--- config.mk ---
export PLATFORM = sky130hd
export DESIGN_NAME = scc_config_regs
export DESIGN_NICKNAME = d
export VERILOG_FILES = /design/src/include/scc_pkg.sv /design/src/logic/scc_policy_mux.sv /design/src/logic/scc_validity_timer.sv /design/src/logic/scc_config_regs.sv
export VERILOG_INCLUDE_DIRS = /design/src /design/src/include
export SDC_FILE = /design/constraint.sdc
export NUM_CORES = 1
export LEC_CHECK = 0
export BUFFER_PORTS_ARGS = -buffer_cell sky130_fd_sc_hd__buf_2
export CAP_MARGIN = 20
export CORE_AREA = 4 4 626 628
export DETAILED_ROUTE_END_ITERATION = 10
export DIE_AREA = 0 0 630 632
export SETUP_SLACK_MARGIN = 0.05
export SYNTH_ARGS = -nofsm -noshare
export SYNTH_HDL_FRONTEND = slang
export SYNTH_HIERARCHICAL = 1
export SYNTH_SLANG_ARGS = --single-unit
export TNS_END_PERCENT = 10
--- constraint.sdc ---
create_clock -name ref_clk -period 3.74 [get_ports ref_clk]
set_input_delay 0.187 -clock ref_clk [delete_from_list [all_inputs] [get_ports ref_clk]]
set_output_delay 0.187 -clock ref_clk [all_outputs]
set_load 0.05 [all_outputs]
--- src/include/scc_defines.svh ---
// Register offsets, reset values, field positions and timing for the shift-chain bank
`ifndef SCC_DEFINES_SVH
`define SCC_DEFINES_SVH
// --------------------------------------------------------------
// Register offsets
// --------------------------------------------------------------
`define SCC_A_BR_SEL   16'h001A
`define SCC_A_BR_NOW   16'h001B
`define SCC_A_OUT_CFG  16'h001C
`define SCC_A_OUT_NOW  16'h001D
`define SCC_A_IN_CFG   16'h001E
`define SCC_A_IN_NOW   16'h001F
`define SCC_A_TYPE     16'h0020
`define SCC_A_POLICY   16'h0021
`define SCC_A_VALID    16'h0022
// --------------------------------------------------------------
// Reset values and limits
// --------------------------------------------------------------
`define SCC_BR_RST     8'h01
`define SCC_BR_MAX     8'h03
`define SCC_BR_OFF     2'h0
`define SCC_CNT_RST    8'h00
`define SCC_CNT_MAX    16'h0020
`define SCC_POL_RST    6'h00
`define SCC_VAL_RST    8'h00
`define SCC_ERR_MODE   3'h4
// --------------------------------------------------------------
// Safe-value policy codes and fields
// --------------------------------------------------------------
`define SCC_POL_ZERO   2'h0
`define SCC_POL_ONE    2'h1
`define SCC_POL_HOLD   2'h2
`define SCC_POL_CH_HI  1
`define SCC_POL_CH_LO  0
`define SCC_POL_FB_HI  3
`define SCC_POL_FB_LO  2
`define SCC_POL_LK_HI  5
`define SCC_POL_LK_LO  4
// --------------------------------------------------------------
// Timing
// --------------------------------------------------------------
`define SCC_MS_NS      1000000
`define SCC_CLK_NS     4
`endif

--- src/include/scc_pkg.sv ---
// Types shared by the shift-chain configuration bank
package scc_pkg;
  typedef struct packed {
    logic [15:0] addr;
    logic        wr;
    logic        rd;
    logic [15:0] wdata;
  } scc_reg_req_t;

  typedef enum logic [2:0] {
    SCC_IDLE = 3'b001,
    SCC_RUN  = 3'b010,
    SCC_ERR  = 3'b100
  } scc_state_t;
endpackage

--- src/logic/scc_policy_mux.sv ---
// Safe-value substitution for one output area
`timescale 1ns/10ps
`include "scc_defines.svh"
module scc_policy_mux #(
  parameter int DATA_W = 256
) (
  input  wire logic              ref_clk,  // Clock
  input  wire logic              rst,      // Sync reset
  input  wire logic [DATA_W-1:0] srcData,  // Routed data
  input  wire logic              srcValid, // Source area valid
  input  wire logic [1:0]        policy,   // Safe-value code
  output logic      [DATA_W-1:0] outData   // Output data
);
  if (DATA_W < 1) begin : g_bad
    $error("scc_policy_mux: DATA_W must be positive");
  end

  for (genvar i = 0; i < DATA_W; i++) begin : g_bit
    always_ff @(posedge ref_clk)
    begin
      if (rst)
        outData[i] <= 1'b0;
      else if (srcValid)
        outData[i] <= srcData[i];
      else
      begin
        case (policy)
          `SCC_POL_ONE:  outData[i] <= 1'b1;
          `SCC_POL_HOLD: outData[i] <= outData[i];
          // Undefined code falls back to the safest choice
          default:       outData[i] <= 1'b0;
        endcase
      end
    end
  end
endmodule // scc_policy_mux

--- src/logic/scc_validity_timer.sv ---
// Millisecond validity watchdog for one input area
`timescale 1ns/10ps
`include "scc_defines.svh"
module scc_validity_timer (
  input  wire logic       ref_clk,   // Clock
  input  wire logic       rst,       // Sync reset
  input  wire logic       msTick,    // 1 ms enable
  input  wire logic       produce,   // New data produced
  input  wire logic [7:0] period,    // Validity in ms, 0 = forever
  output logic            dataValid  // Input data valid
);
  logic [7:0] elapsed_q;
  logic       expire;

  // Tick phase is free running, so the gap may run up to 1 ms short
  assign expire = msTick && (period != 8'h00) && ((elapsed_q + 8'h01) >= period);

  always_ff @(posedge ref_clk)
  begin
    if (rst || produce)
      elapsed_q <= 8'h00;
    else if (msTick && dataValid && elapsed_q != 8'hFF)
      elapsed_q <= elapsed_q + 8'h01;
  end

  // Production wins over a same-cycle expiry
  always_ff @(posedge ref_clk)
  begin
    if (rst)
      dataValid <= 1'b0;
    else if (produce || period == 8'h00)
      dataValid <= 1'b1;
    else if (expire)
      dataValid <= 1'b0;
  end
endmodule // scc_validity_timer

--- src/logic/scc_config_regs.sv ---
// Shift-chain port configuration and status register bank
// Functional notes
// - Bitrate select holds a code; 0 off, 1..3 rising rates, reset 1.
// - Current bitrate reads zero if unset or invalid, else the applied code.
// - Output module count 0..32, reset 0, 8 bits per module.
// - Input module count 0..32, reset 0, 8 bits per module.
// - Detected module count differing from configured count enters error state; checked only in master mode with auto detection off.
// - Automatic detection overrides manual counts; software disables it first.
// - Module counts only take effect while in master mode.
// - Read-only register shows output modules in use, 0..32.
// - Read-only register shows input modules in use, 0..32.
// - Read-only byte returns a fixed module type code.
// - Policy bits 1:0 choose chain output reaction: zeros, ones, hold.
// - Policy bits 3:2 choose the fieldbus-fed output reaction.
// - Policy bits 5:4 choose the serial-data-fed output reaction.
// - Chain input data goes invalid when production misses its period.
// - Outputs fed from invalid input switch to the selected safe values.
// - Validity period zero never expires; 1..255 are milliseconds.
// - Mode status reads code four while the chain is in error.
`timescale 1ns/10ps
`include "scc_defines.svh"
module scc_config_regs #(
  parameter int         DATA_W      = 256,
  parameter int         MS_CYCLES   = `SCC_MS_NS / `SCC_CLK_NS,
  parameter logic [7:0] MODULE_TYPE = 8'h5A  // Arbitrary value
) (
  input  wire logic                 ref_clk,       // 250 MHz clock
  input  wire logic                 rst,           // Sync reset
  input  wire scc_pkg::scc_reg_req_t regReq,       // Register request
  output logic      [15:0]          regRdData,     // Read data
  output logic                      regRdValid,    // Read data valid
  output logic                      regAddrErr,    // Unmapped access
  input  wire logic                 masterMode,    // Port in master mode
  input  wire logic                 autoDetect,    // Auto detection selected
  input  wire logic [2:0]           currentMode,   // Mode code from mode logic
  output logic      [2:0]           modeStatus,    // Reported mode code
  input  wire logic                 scanDone,      // Chain scan finished
  input  wire logic [5:0]           detOutCount,   // Detected output modules
  input  wire logic [5:0]           detInCount,    // Detected input modules
  input  wire logic                 applyPulse,    // Settings applied to port
  output logic                      chainError,    // Chain error state
  output logic      [1:0]           bitrateCode,   // Applied bitrate code
  output logic                      portEnable,    // Port running
  output logic      [5:0]           outModsUsed,   // Output modules in use
  output logic      [5:0]           inModsUsed,    // Input modules in use
  input  wire logic                 chainProduce,  // Chain input produced
  output logic                      chainInValid,  // Chain input valid
  input  wire logic [DATA_W-1:0]    chainOutRaw,   // Data routed from chain
  output logic      [DATA_W-1:0]    chainOutSafe,  // Guarded chain data
  input  wire logic                 fbValid,       // Fieldbus input valid
  input  wire logic [DATA_W-1:0]    fbOutRaw,      // Data routed from fieldbus
  output logic      [DATA_W-1:0]    fbOutSafe,     // Guarded fieldbus data
  input  wire logic                 linkValid,     // Serial data input valid
  input  wire logic [DATA_W-1:0]    linkOutRaw,    // Data from serial link
  output logic      [DATA_W-1:0]    linkOutSafe    // Guarded serial data
);
  if (MS_CYCLES < 2 || DATA_W < 1) begin : g_bad
    $error("scc_config_regs: MS_CYCLES >= 2 and DATA_W >= 1 required");
  end

  localparam int MSW = $clog2(MS_CYCLES);

  logic [7:0]          brSel_q;
  logic [7:0]          outCfg_q;
  logic [7:0]          inCfg_q;
  logic [5:0]          policy_q;
  logic [7:0]          valPeriod_q;
  logic [MSW-1:0]      msCnt_q;
  logic                msTick;
  logic                mismatch;
  logic                wrHit;
  logic [15:0]         rdMux;
  logic                rdMiss;
  scc_pkg::scc_state_t state_q;

  // --------------------------------------------------------------
  // Register writes
  // --------------------------------------------------------------
  assign wrHit = regReq.wr;

  always_ff @(posedge ref_clk)
  begin
    if (rst)
      brSel_q <= `SCC_BR_RST;
    else if (wrHit && regReq.addr == `SCC_A_BR_SEL)
      brSel_q <= regReq.wdata[7:0];
  end

  // Out-of-range counts are ignored and keep the old value
  always_ff @(posedge ref_clk)
  begin
    if (rst)
      outCfg_q <= `SCC_CNT_RST;
    else if (wrHit && regReq.addr == `SCC_A_OUT_CFG && regReq.wdata <= `SCC_CNT_MAX)
      outCfg_q <= regReq.wdata[7:0];
  end

  always_ff @(posedge ref_clk)
  begin
    if (rst)
      inCfg_q <= `SCC_CNT_RST;
    else if (wrHit && regReq.addr == `SCC_A_IN_CFG && regReq.wdata <= `SCC_CNT_MAX)
      inCfg_q <= regReq.wdata[7:0];
  end

  always_ff @(posedge ref_clk)
  begin
    if (rst)
      policy_q <= `SCC_POL_RST;
    else if (wrHit && regReq.addr == `SCC_A_POLICY)
      policy_q <= regReq.wdata[5:0];
  end

  always_ff @(posedge ref_clk)
  begin
    if (rst)
      valPeriod_q <= `SCC_VAL_RST;
    else if (wrHit && regReq.addr == `SCC_A_VALID)
      valPeriod_q <= regReq.wdata[7:0];
  end

  // --------------------------------------------------------------
  // Applied settings
  // --------------------------------------------------------------
  // Status follows only on apply, so software sees what really runs
  always_ff @(posedge ref_clk)
  begin
    if (rst)
      bitrateCode <= `SCC_BR_OFF;
    else if (applyPulse)
      bitrateCode <= (brSel_q <= `SCC_BR_MAX) ? brSel_q[1:0] : `SCC_BR_OFF;
  end

  assign portEnable = (bitrateCode != `SCC_BR_OFF);

  always_ff @(posedge ref_clk)
  begin
    if (rst)
    begin
      outModsUsed <= 6'h00;
      inModsUsed  <= 6'h00;
    end
    else if (applyPulse)
    begin
      if (!masterMode)
      begin
        outModsUsed <= 6'h00;
        inModsUsed  <= 6'h00;
      end
      else if (autoDetect)
      begin
        outModsUsed <= detOutCount;
        inModsUsed  <= detInCount;
      end
      else
      begin
        outModsUsed <= outCfg_q[5:0];
        inModsUsed  <= inCfg_q[5:0];
      end
    end
  end

  // --------------------------------------------------------------
  // Chain error state
  // --------------------------------------------------------------
  assign mismatch = !autoDetect &&
                    (detOutCount != outCfg_q[5:0] || detInCount != inCfg_q[5:0]);

  always_ff @(posedge ref_clk)
  begin
    if (rst || !masterMode)
      state_q <= scc_pkg::SCC_IDLE;
    else
    begin
      case (state_q)
        scc_pkg::SCC_IDLE:
          state_q <= scc_pkg::SCC_RUN;
        scc_pkg::SCC_RUN:
          if (scanDone && mismatch)
            state_q <= scc_pkg::SCC_ERR;
        scc_pkg::SCC_ERR:
          if (scanDone && !mismatch)
            state_q <= scc_pkg::SCC_RUN;
        default:
          state_q <= scc_pkg::SCC_IDLE;
      endcase
    end
  end

  assign chainError = (state_q == scc_pkg::SCC_ERR);
  assign modeStatus = chainError ? `SCC_ERR_MODE : currentMode;

  // --------------------------------------------------------------
  // Validity and safe values
  // --------------------------------------------------------------
  always_ff @(posedge ref_clk)
  begin
    if (rst || msTick)
      msCnt_q <= '0;
    else
      msCnt_q <= msCnt_q + 1'b1;
  end

  assign msTick = (msCnt_q == MSW'(MS_CYCLES - 1));

  scc_validity_timer u_chain_timer (
    .ref_clk   (ref_clk),
    .rst       (rst),
    .msTick    (msTick),
    .produce   (chainProduce),
    .period    (valPeriod_q),
    .dataValid (chainInValid)
  );

  scc_policy_mux #(.DATA_W(DATA_W)) u_chain_mux (
    .ref_clk  (ref_clk),
    .rst      (rst),
    .srcData  (chainOutRaw),
    .srcValid (chainInValid),
    .policy   (policy_q[`SCC_POL_CH_HI:`SCC_POL_CH_LO]),
    .outData  (chainOutSafe)
  );

  scc_policy_mux #(.DATA_W(DATA_W)) u_fb_mux (
    .ref_clk  (ref_clk),
    .rst      (rst),
    .srcData  (fbOutRaw),
    .srcValid (fbValid),
    .policy   (policy_q[`SCC_POL_FB_HI:`SCC_POL_FB_LO]),
    .outData  (fbOutSafe)
  );

  scc_policy_mux #(.DATA_W(DATA_W)) u_link_mux (
    .ref_clk  (ref_clk),
    .rst      (rst),
    .srcData  (linkOutRaw),
    .srcValid (linkValid),
    .policy   (policy_q[`SCC_POL_LK_HI:`SCC_POL_LK_LO]),
    .outData  (linkOutSafe)
  );

  // --------------------------------------------------------------
  // Register reads
  // --------------------------------------------------------------
  always_comb
  begin
    rdMux  = 16'h0000;
    rdMiss = 1'b0;
    if (regReq.addr == `SCC_A_BR_SEL)
      rdMux = {8'h00, brSel_q};
    else if (regReq.addr == `SCC_A_BR_NOW)
      rdMux = {14'h0000, bitrateCode};
    else if (regReq.addr == `SCC_A_OUT_CFG)
      rdMux = {8'h00, outCfg_q};
    else if (regReq.addr == `SCC_A_OUT_NOW)
      rdMux = {10'h000, outModsUsed};
    else if (regReq.addr == `SCC_A_IN_CFG)
      rdMux = {8'h00, inCfg_q};
    else if (regReq.addr == `SCC_A_IN_NOW)
      rdMux = {10'h000, inModsUsed};
    else if (regReq.addr == `SCC_A_TYPE)
      rdMux = {8'h00, MODULE_TYPE};
    else if (regReq.addr == `SCC_A_POLICY)
      rdMux = {10'h000, policy_q};
    else if (regReq.addr == `SCC_A_VALID)
      rdMux = {8'h00, valPeriod_q};
    else
      rdMiss = 1'b1;
  end

  always_ff @(posedge ref_clk)
  begin
    if (rst)
    begin
      regRdData  <= 16'h0000;
      regRdValid <= 1'b0;
      regAddrErr <= 1'b0;
    end
    else
    begin
      regRdData  <= regReq.rd ? rdMux : 16'h0000;
      regRdValid <= regReq.rd;
      regAddrErr <= (regReq.rd || regReq.wr) && rdMiss;
    end
  end
endmodule // scc_config_regs

==> impl_results.md, run 1 <==
* Fillcell total at 42510
* Min Tclk post-route at 3.217 ns
* Routed via count at 44640
* Cell Pwr Density at a little under 400 mW/mm²
* Max VDD drop at 352.9 µV
* Setup Fix Bufs, Post-CTS at 0
* #FFs+latches synth at between 800 and 900
* # Max-Cap Violations at 0
* Drt via density at 3.807
* Largest area contributor in the synthesized netlist: dfxtp_1
* Synth Warn # at 6
* Clk root buf: clkbuf_16
* Crit Path Category: primary input to flop
* CTS tree: done
* Critical Path End Type: flop
* DP Cell Count at approximately 10000
* Status: finished clean
* Critical Path, Cell by Cell: dlygate4sd3_1 > buf_2 > or4_4 > dlygate4sd3_1 > nor3_4 > dlygate4sd3_1 > nand3_1 > a31oi_1 > dlygate4sd3_1
* H-Tree Depth at 3
* Hold buffer count at CTS at 961
* Worst EP required at roughly 4.6 ns
* Starting Density at 0.1156
* Top cells by area, synth: dfxtp_1, a311oi_2, nand3b_1, nor2b_1, buf_2
* Asr flop ratio synth at 0
* Worst Tran Pin Value at ~1.2 ns
* Share of layout cells above drive strength 1 at 0.4124
* Worst path arrival time at 4.02 ns
* First-pass DRT Iterations at 6
* Rel. slew slack at 0.1750
* Final setup TNS at 0 ns
* Final core occ at 0.1853
* Core ar. at ~0.39 mm²
* Chip height at 632 µm
* Final WL at 321100 µm
* Critical path's slowest cell: dlygate4sd3_1
* DP Wirelength at ~250000 µm
* Post-layout instance area at 0.07143 mm²
* Pin count of the biggest net entering global routing at 189
* Iter 0 DRT Violations at 3489
* Number of synthesized flops with an enable pin at 0
* Placed cell areas at 0.05780 mm²
* CTS buffer count at around 110
* Final setup viols at 0
* Final GP Congestion at 0.9634
* Synth Instances at slightly above 4000
* Gr ovfl total at 0
* Endpoints failing hold at 0
* Die X at 630 µm
* I/O pins at 1632
* Clock latency on the worst-skew pair at roughly 0.87 ns
* Slack of the critical path at 0.5226 ns
* Crit-path max FO at 6
* Resized cells post-CTS at 0
* Area delta synth->final at 60.40%
* Crit share post-route at 0.8603
* Area of the multi-input gates at around 0.025 mm²
* Top cell by count, worst path: dlygate4sd3_1
* First-pass GRT wire length at 421700 µm
* Final nets at 7236
* Max clock buf depth at 4
* Peak Freq at 310.8 MHz
* Synth Area per Inst at 10.78 µm²
* LEAKAGE at 25.96 nW
* Post-route insts no fill at approximately 12000
* Routed Antenna Nets at 0
* FP Rows at 228
* Vias in the first global route at 45200
* Startpoint types: primary input
* Worst hold path type: primary input to flop
* Hold_ws at 0.1519 ns
* Register area at roughly 0.017 mm²
* Layout Skew at 0.09482 ns
* Count of input and output buffers at 1623
* Place WS at 1.270 ns
* Die area at 0.3982 mm²
* Mapped cell area at ~0.045 mm²
* Clock sinks at 860
* Slew Limit Fails at 0
* GRT Util Overall at 0.1524
* DRC at 0
* Synth top area share at 0.3866
* Netlist cell types at 67
* Power consumption at about 27 mW
* Sequential fraction of the synthesis area at 0.3866
* Clock transition at path regs at 0.06 ns
* WL per Instance at 27.38 µm
* Antenna violations before repair at 95
* Top_reg_cell synth: dfxtp_1
* RSZ-0062 raised after global routing: false
* Max incr delay on CP at 0.78 ns
-- critical path: cells and delay by family --
kind	cells	cell delay, ns
AOI/OAI and AO/OA	1	0.21
buffers and inverters	5	2.70
and+or+nand+nor	3	0.93
-- layout by cell type (no fill, tap or decap), types with 12 or more instances in the layout --
| cell type | n |
|---|---|
| bufinv_16 | 12 |
| nand2_1 | 20 |
| inv_1 | 16 |
| a311oi_1 | 48 |
| dlygate4sd3_1 | 961 |
| buf_12 | 41 |
| clkbuf_16 | 114 |
| mux2i_1 | 39 |
| diode_2 | 60 |
| a21oi_1 | 26 |
| a311oi_2 | 720 |
| nand3_1 | 20 |
| clkbuf_1 | 17 |
| o21ai_0 | 15 |
| clkbuf_8 | 16 |
| nor2b_1 | 796 |
| nand3b_1 | 770 |
| buf_4 | 59 |
| nor2_1 | 88 |
| clkinv_2 | 24 |
| buf_2 | 1620 |
| xor2_1 | 29 |
| dfxtp_1 | 853 |
| mux2_2 | 12 |
-- cell families after synthesis --
kind of cell,count (synthesis),share of synthesized area
multiplexers,51,0.01180
other,1,0.00008421
flip-flops,860,0.3866
AO/OA/AOI/OAI,846,0.2633
XOR/XNOR,38,0.007473
adder cells (fa/ha/maj),10,0.002810
buffers and inverters,557,0.06220
AND/OR/NAND/NOR,1768,0.2657
-- final timing paths --
check | start | end | slack, ns | cells after the start
worst max-delay path | regReq[29] | regRdData[7]$_SDFF_PP0_ | 0.52 | 9
worst min-delay path | fbValid | u_fb_mux/outData[8]$_SDFFE_PP0P_ | 0.15 | 3
worst max register to register | policy_q[0]$_SDFFE_PP0P_ | u_chain_mux/outData[136]$_SDFFE_PP0P_ | 0.91 | 4
worst min register to register | msCnt_q[0]$_SDFF_PP0_ | msCnt_q[0]$_SDFF_PP0_ | 0.46 | 1
-- state kept, by name, summed over array words and instances, names as in the netlist, 2 cells and up --
register,cells
bitrateCode,2
brSel_q,8
inCfg_q,8
inModsUsed,6
msCnt_q,18
outCfg_q,8
outModsUsed,6
policy_q,6
regRdData,8
state_q,3
u_chain_mux/outData,256
u_chain_timer/elapsed_q,8
u_fb_mux/outData,256
u_link_mux/outData,256
valPeriod_q,8
-- power by group --
part	switching [mW]	internal, mW
combinational	3.88	1.92
clock	4.91	6.76
sequential	0.347	9.62
total	9.14	18.3
-- cells in the mapped netlist, drive strengths merged, types with 7 or more instances --
master / n
dfxtp: 860
a311oi: 768
a21oi: 26
nand4: 12
nand3: 21
nor3: 7
mux2: 12
nand2b: 10
xnor2: 9
nor4: 11
xor2: 29
mux2i: 39
o21ai: 18
buf: 314
nor2b: 796
and3: 9
ha: 10
nand3b: 770
clkbuf: 224
nor2: 88
inv: 19
nand2: 20
-- layer usage --
metal / vias to the layer above / GRT usage / share of wire
li1: 20000 / - / -
met1: 22070 / 0.1708 / 0.37
met2: 2044 / 0.2525 / 0.47
met3: 500 / 0.04746 / 0.082
met4: 28 / 0.09316 / 0.069
met5: - / 0 / 0.00058
-- final cells by class --
| type | count | share of cell area |
|---|---|---|
| Multi-Input combinational cell | 2721 | 0.3440 |
| Timing Repair Buffer | 2684 | 0.2664 |
| Sequential cell | 860 | 0.2414 |
| Tap cell | 5175 | 0.09064 |
| Clock buffer | 146 | 0.04372 |
| Clock inverter | 62 | 0.01040 |
| Antenna cell | 60 | 0.002102 |
| Inverter | 19 | 0.001314 |
Note: power is estimated with default switching activity, not from simulation.
==> run 2, diff against run 1 <==
--- a/config.mk
+++ b/config.mk
@@ -11,6 +11,7 @@
 export CORE_AREA = 4 4 626 628
 export DETAILED_ROUTE_END_ITERATION = 10
 export DIE_AREA = 0 0 630 632
+export PLACE_DENSITY = 0.3
 export SETUP_SLACK_MARGIN = 0.05
 export SYNTH_ARGS = -nofsm -noshare
 export SYNTH_HDL_FRONTEND = slang
==> run 2 against run 1 <==
Setup slack got worse by 0.19 ns. Global-route usage fell by 1.9 points. Final cell count fell by 0.96%. Combinational power fell by 7.2%. Via count fell by 2.7%. Core utilization fell by 0.24 points. Clock skew rose by 0.0030 ns. First-iteration DRC count fell by 38%. Critical path depth did not move. Routed wire length fell by 13%. Maximum frequency fell by 5.6%. Hold slack got worse by 0.080 ns. Critical endpoint is now regRdData[1]$_SDFF_PP0_. Largest cell class unchanged.
==> impl_results.md, run 2 (synthesis results as in run 1) <==
* Resized cells post-CTS at 0 (unchanged)
* H-Tree Depth at 3 (unchanged)
* Power consumption at 27.39 mW (-0.17%)
* Setup slack, reg-to-reg at 0.89 ns (-0.02 ns)
* I/O pins at 1632 (unchanged)
* GR Util met1 at 0.1552 (-0.01553)
* Part of the power in registers at 0.363 (about the same)
* Startpoint types: primary input
* Crit share post-route at 0.9117 (+0.05144)
* Setup Fix Bufs, Post-CTS at 0 (unchanged)
* Count of input and output buffers at 1623 (unchanged)
* Final setup viols at 0 (unchanged)
* GRT Util Overall at 0.1335 (-0.01894)
* Clock latency on the worst-skew pair at 0.89 ns (+0.02 ns)
* Share of layout cells above drive strength 1 at 0.4149 (+0.002558)
* Worst EP required at 4.52 ns (-0.03 ns)
* Clock Power Share at 0.441 (+0.016)
* # Max-Cap Violations at 0 (unchanged)
* WL per Instance at 24.13 µm (-12%)
* Switching power at 8.874 mW (-2.9%)
* Max VDD drop at 384.9 µV (+9.1%)
* Routed Antenna Nets at 0 (unchanged)
* Max clock buf depth at 4 (unchanged)
* Final nets at 7159 (-1.1%)
* Pin count of the biggest net entering global routing at 212 (+12%)
* Die area at 0.3982 mm² (unchanged)
* Rel. slew slack at 0.004366 (-0.1706)
* Global route hottest layer: met2
* CTS tree: done
* Core ar. at 0.3854 mm² (unchanged)
* DP Wirelength at 204100 µm (-19%)
* Peak Freq at 293.3 MHz (-5.6%)
* Worst hold path type: primary input to flop
* Gr ovfl total at 0 (unchanged)
* Final setup TNS at 0 ns (unchanged)
* Final core occ at 0.1829 (-0.002409)
* Worst Tran Pin Value at 1.493 ns (+0.2560 ns)
* Clk root buf: clkbuf_16
* First-pass DRT Iterations at 5 (-1)
* CTS buffer count at 125 (+9.6%)
* Sw Share at 0.3240 (-0.009066)
* Clock sinks at 860 (unchanged)
* Layout Skew at 0.09785 ns (+0.003022 ns)
* Internal Power at 18.52 mW (+1.2%)
* Die X at 630 µm (unchanged)
* Vias in the first global route at 46620 (+3.1%)
* Iter 0 DRT Violations at 2172 (-38%)
* M3 GR Usage at 0.03134 (-0.01611)
* Endpoints failing hold at 0 (unchanged)
* Area delta synth->final at 58.31%
* Commonest cells after routing, fill and taps aside: buf_2, dlygate4sd3_1, dfxtp_1
* Chip height at 632 µm (unchanged)
* Final GP Congestion at 0.8550 (-11%)
* First-pass GRT wire length at 389100 µm (-7.7%)
* FP Rows at 228 (unchanged)
* Critical Path End Type: flop
* Regs by FF count: u_chain_mux/outData x256, u_fb_mux/outData x256, u_link_mux/outData x256
* LEAKAGE at 25.49 nW (-1.8%)
* Clock transition at path regs at 0.06 ns (about the same)
* DRC at 0 (unchanged)
* Antenna violations before repair at 62 (-35%)
* Worst path arrival time at 4.19 ns (+0.17 ns)
* Crit-path max FO at 4 (-2)
* Cell Pwr Density at 388.5 mW/mm² (+1.1%)
* Drt via density at 3.738 (-1.8%)
* Routed via count at 43420 (-2.7%)
* Final WL at 280300 µm (-13%)
* Slew Limit Fails at 0 (unchanged)
* Combinational fraction of design power at 0.197 (-0.015)
* Most common cell after layout, fill and taps aside: buf_2
* Status: finished clean
* Min Tclk post-route at 3.410 ns (+0.1924 ns)
* Met2 GRT Util at 0.2393 (-0.01314)
* Starting Density at 0.1156 (unchanged)
* RSZ-0062 raised after global routing: false
* Crit Path Category: primary input to flop
run 2: changes by cell type in the layout (fill, tap and decap cells not counted), sizes merged:
cell	before	now
buf	1722	1727
inv	27	21
dlygate4sd3	961	869
clkbuf	147	196
bufinv	12	6
clkinvlp	5	1
diode	60	29
clkinv	37	10
run 2: final timing paths:
path,startpoint,endpoint,cells past startpoint
hold reg to reg,msCnt_q[0]$_SDFF_PP0_,msCnt_q[0]$_SDFF_PP0_,1
hold / removal,fbValid,u_fb_mux/outData[181]$_SDFFE_PP0P_,3
setup / recovery,regReq[31],regRdData[1]$_SDFF_PP0_,9
setup reg to reg,policy_q[5]$_SDFFE_PP0P_,u_link_mux/outData[103]$_SDFFE_PP0P_,4
run 2: cell type report:
class / count / area (µm²)
Clock buffer: 196 / 3655
Timing Repair Buffer: 2596 / 18070
Sequential cell: 860 / 17240
Antenna cell: 29 / 72.57
Tap cell: 5175 / 6475
Inverter: 19 / 93.84
Multi-Input combinational cell: 2721 / 24570
Fill cell: 42950 / 314900
Clock inverter: 19 / 316.6
run 2: critical path: stages:
cell and delay, ns:
dlygate4sd3_1 0.53, buf_2 0.12, or4_4 0.61, dlygate4sd3_1 0.68
nor4_4 0.42, dlygate4sd3_1 0.71, nand2_1 0.08, o221a_2 0.28
dlygate4sd3_1 0.55
run 2: repair_timing:
item | CTS | global route
hold buffers | 869 | 0
hold endpoints to repair | 836 | 0
setup endpoints to repair | 0 | 0
run 2: routing by layer:
metal / routed length [µm] / vias up
met5: 177 / -
met4: 9745 / 26
met3: 16770 / 330
met2: 141900 / 1370
met1: 111600 / 21880
li1: - / 19820
run 2: metrics by stage:
step	cell area [µm²]	cells	hold slack (ns)	setup WS [ns]
6_report	70500	11620	0.07157	0.3302
3_5_place_dp	57760	10500	0.4548	0.9886
2_1_floorplan	44560	4138	0.2813	1.698
4_1_cts	70430	11590	0.001591	0.4636
5_1_grt	70470	11600	0.03446	0.2737
3_3_place_gp	57760	10500	0.4445	1.030
run 2: power by group through the flow:
stage | Combinational [mW] | Sequential [mW] | Clock, mW
after floorplan | 1.32 | 11.6 | 0
after global placement | 4.65 | 10.1 | 0
after detailed placement | 4.65 | 10.1 | 0
after CTS | 5.49 | 9.93 | 12.6
after global routing | 5.65 | 9.98 | 12.9
final | 5.39 | 9.93 | 12.1
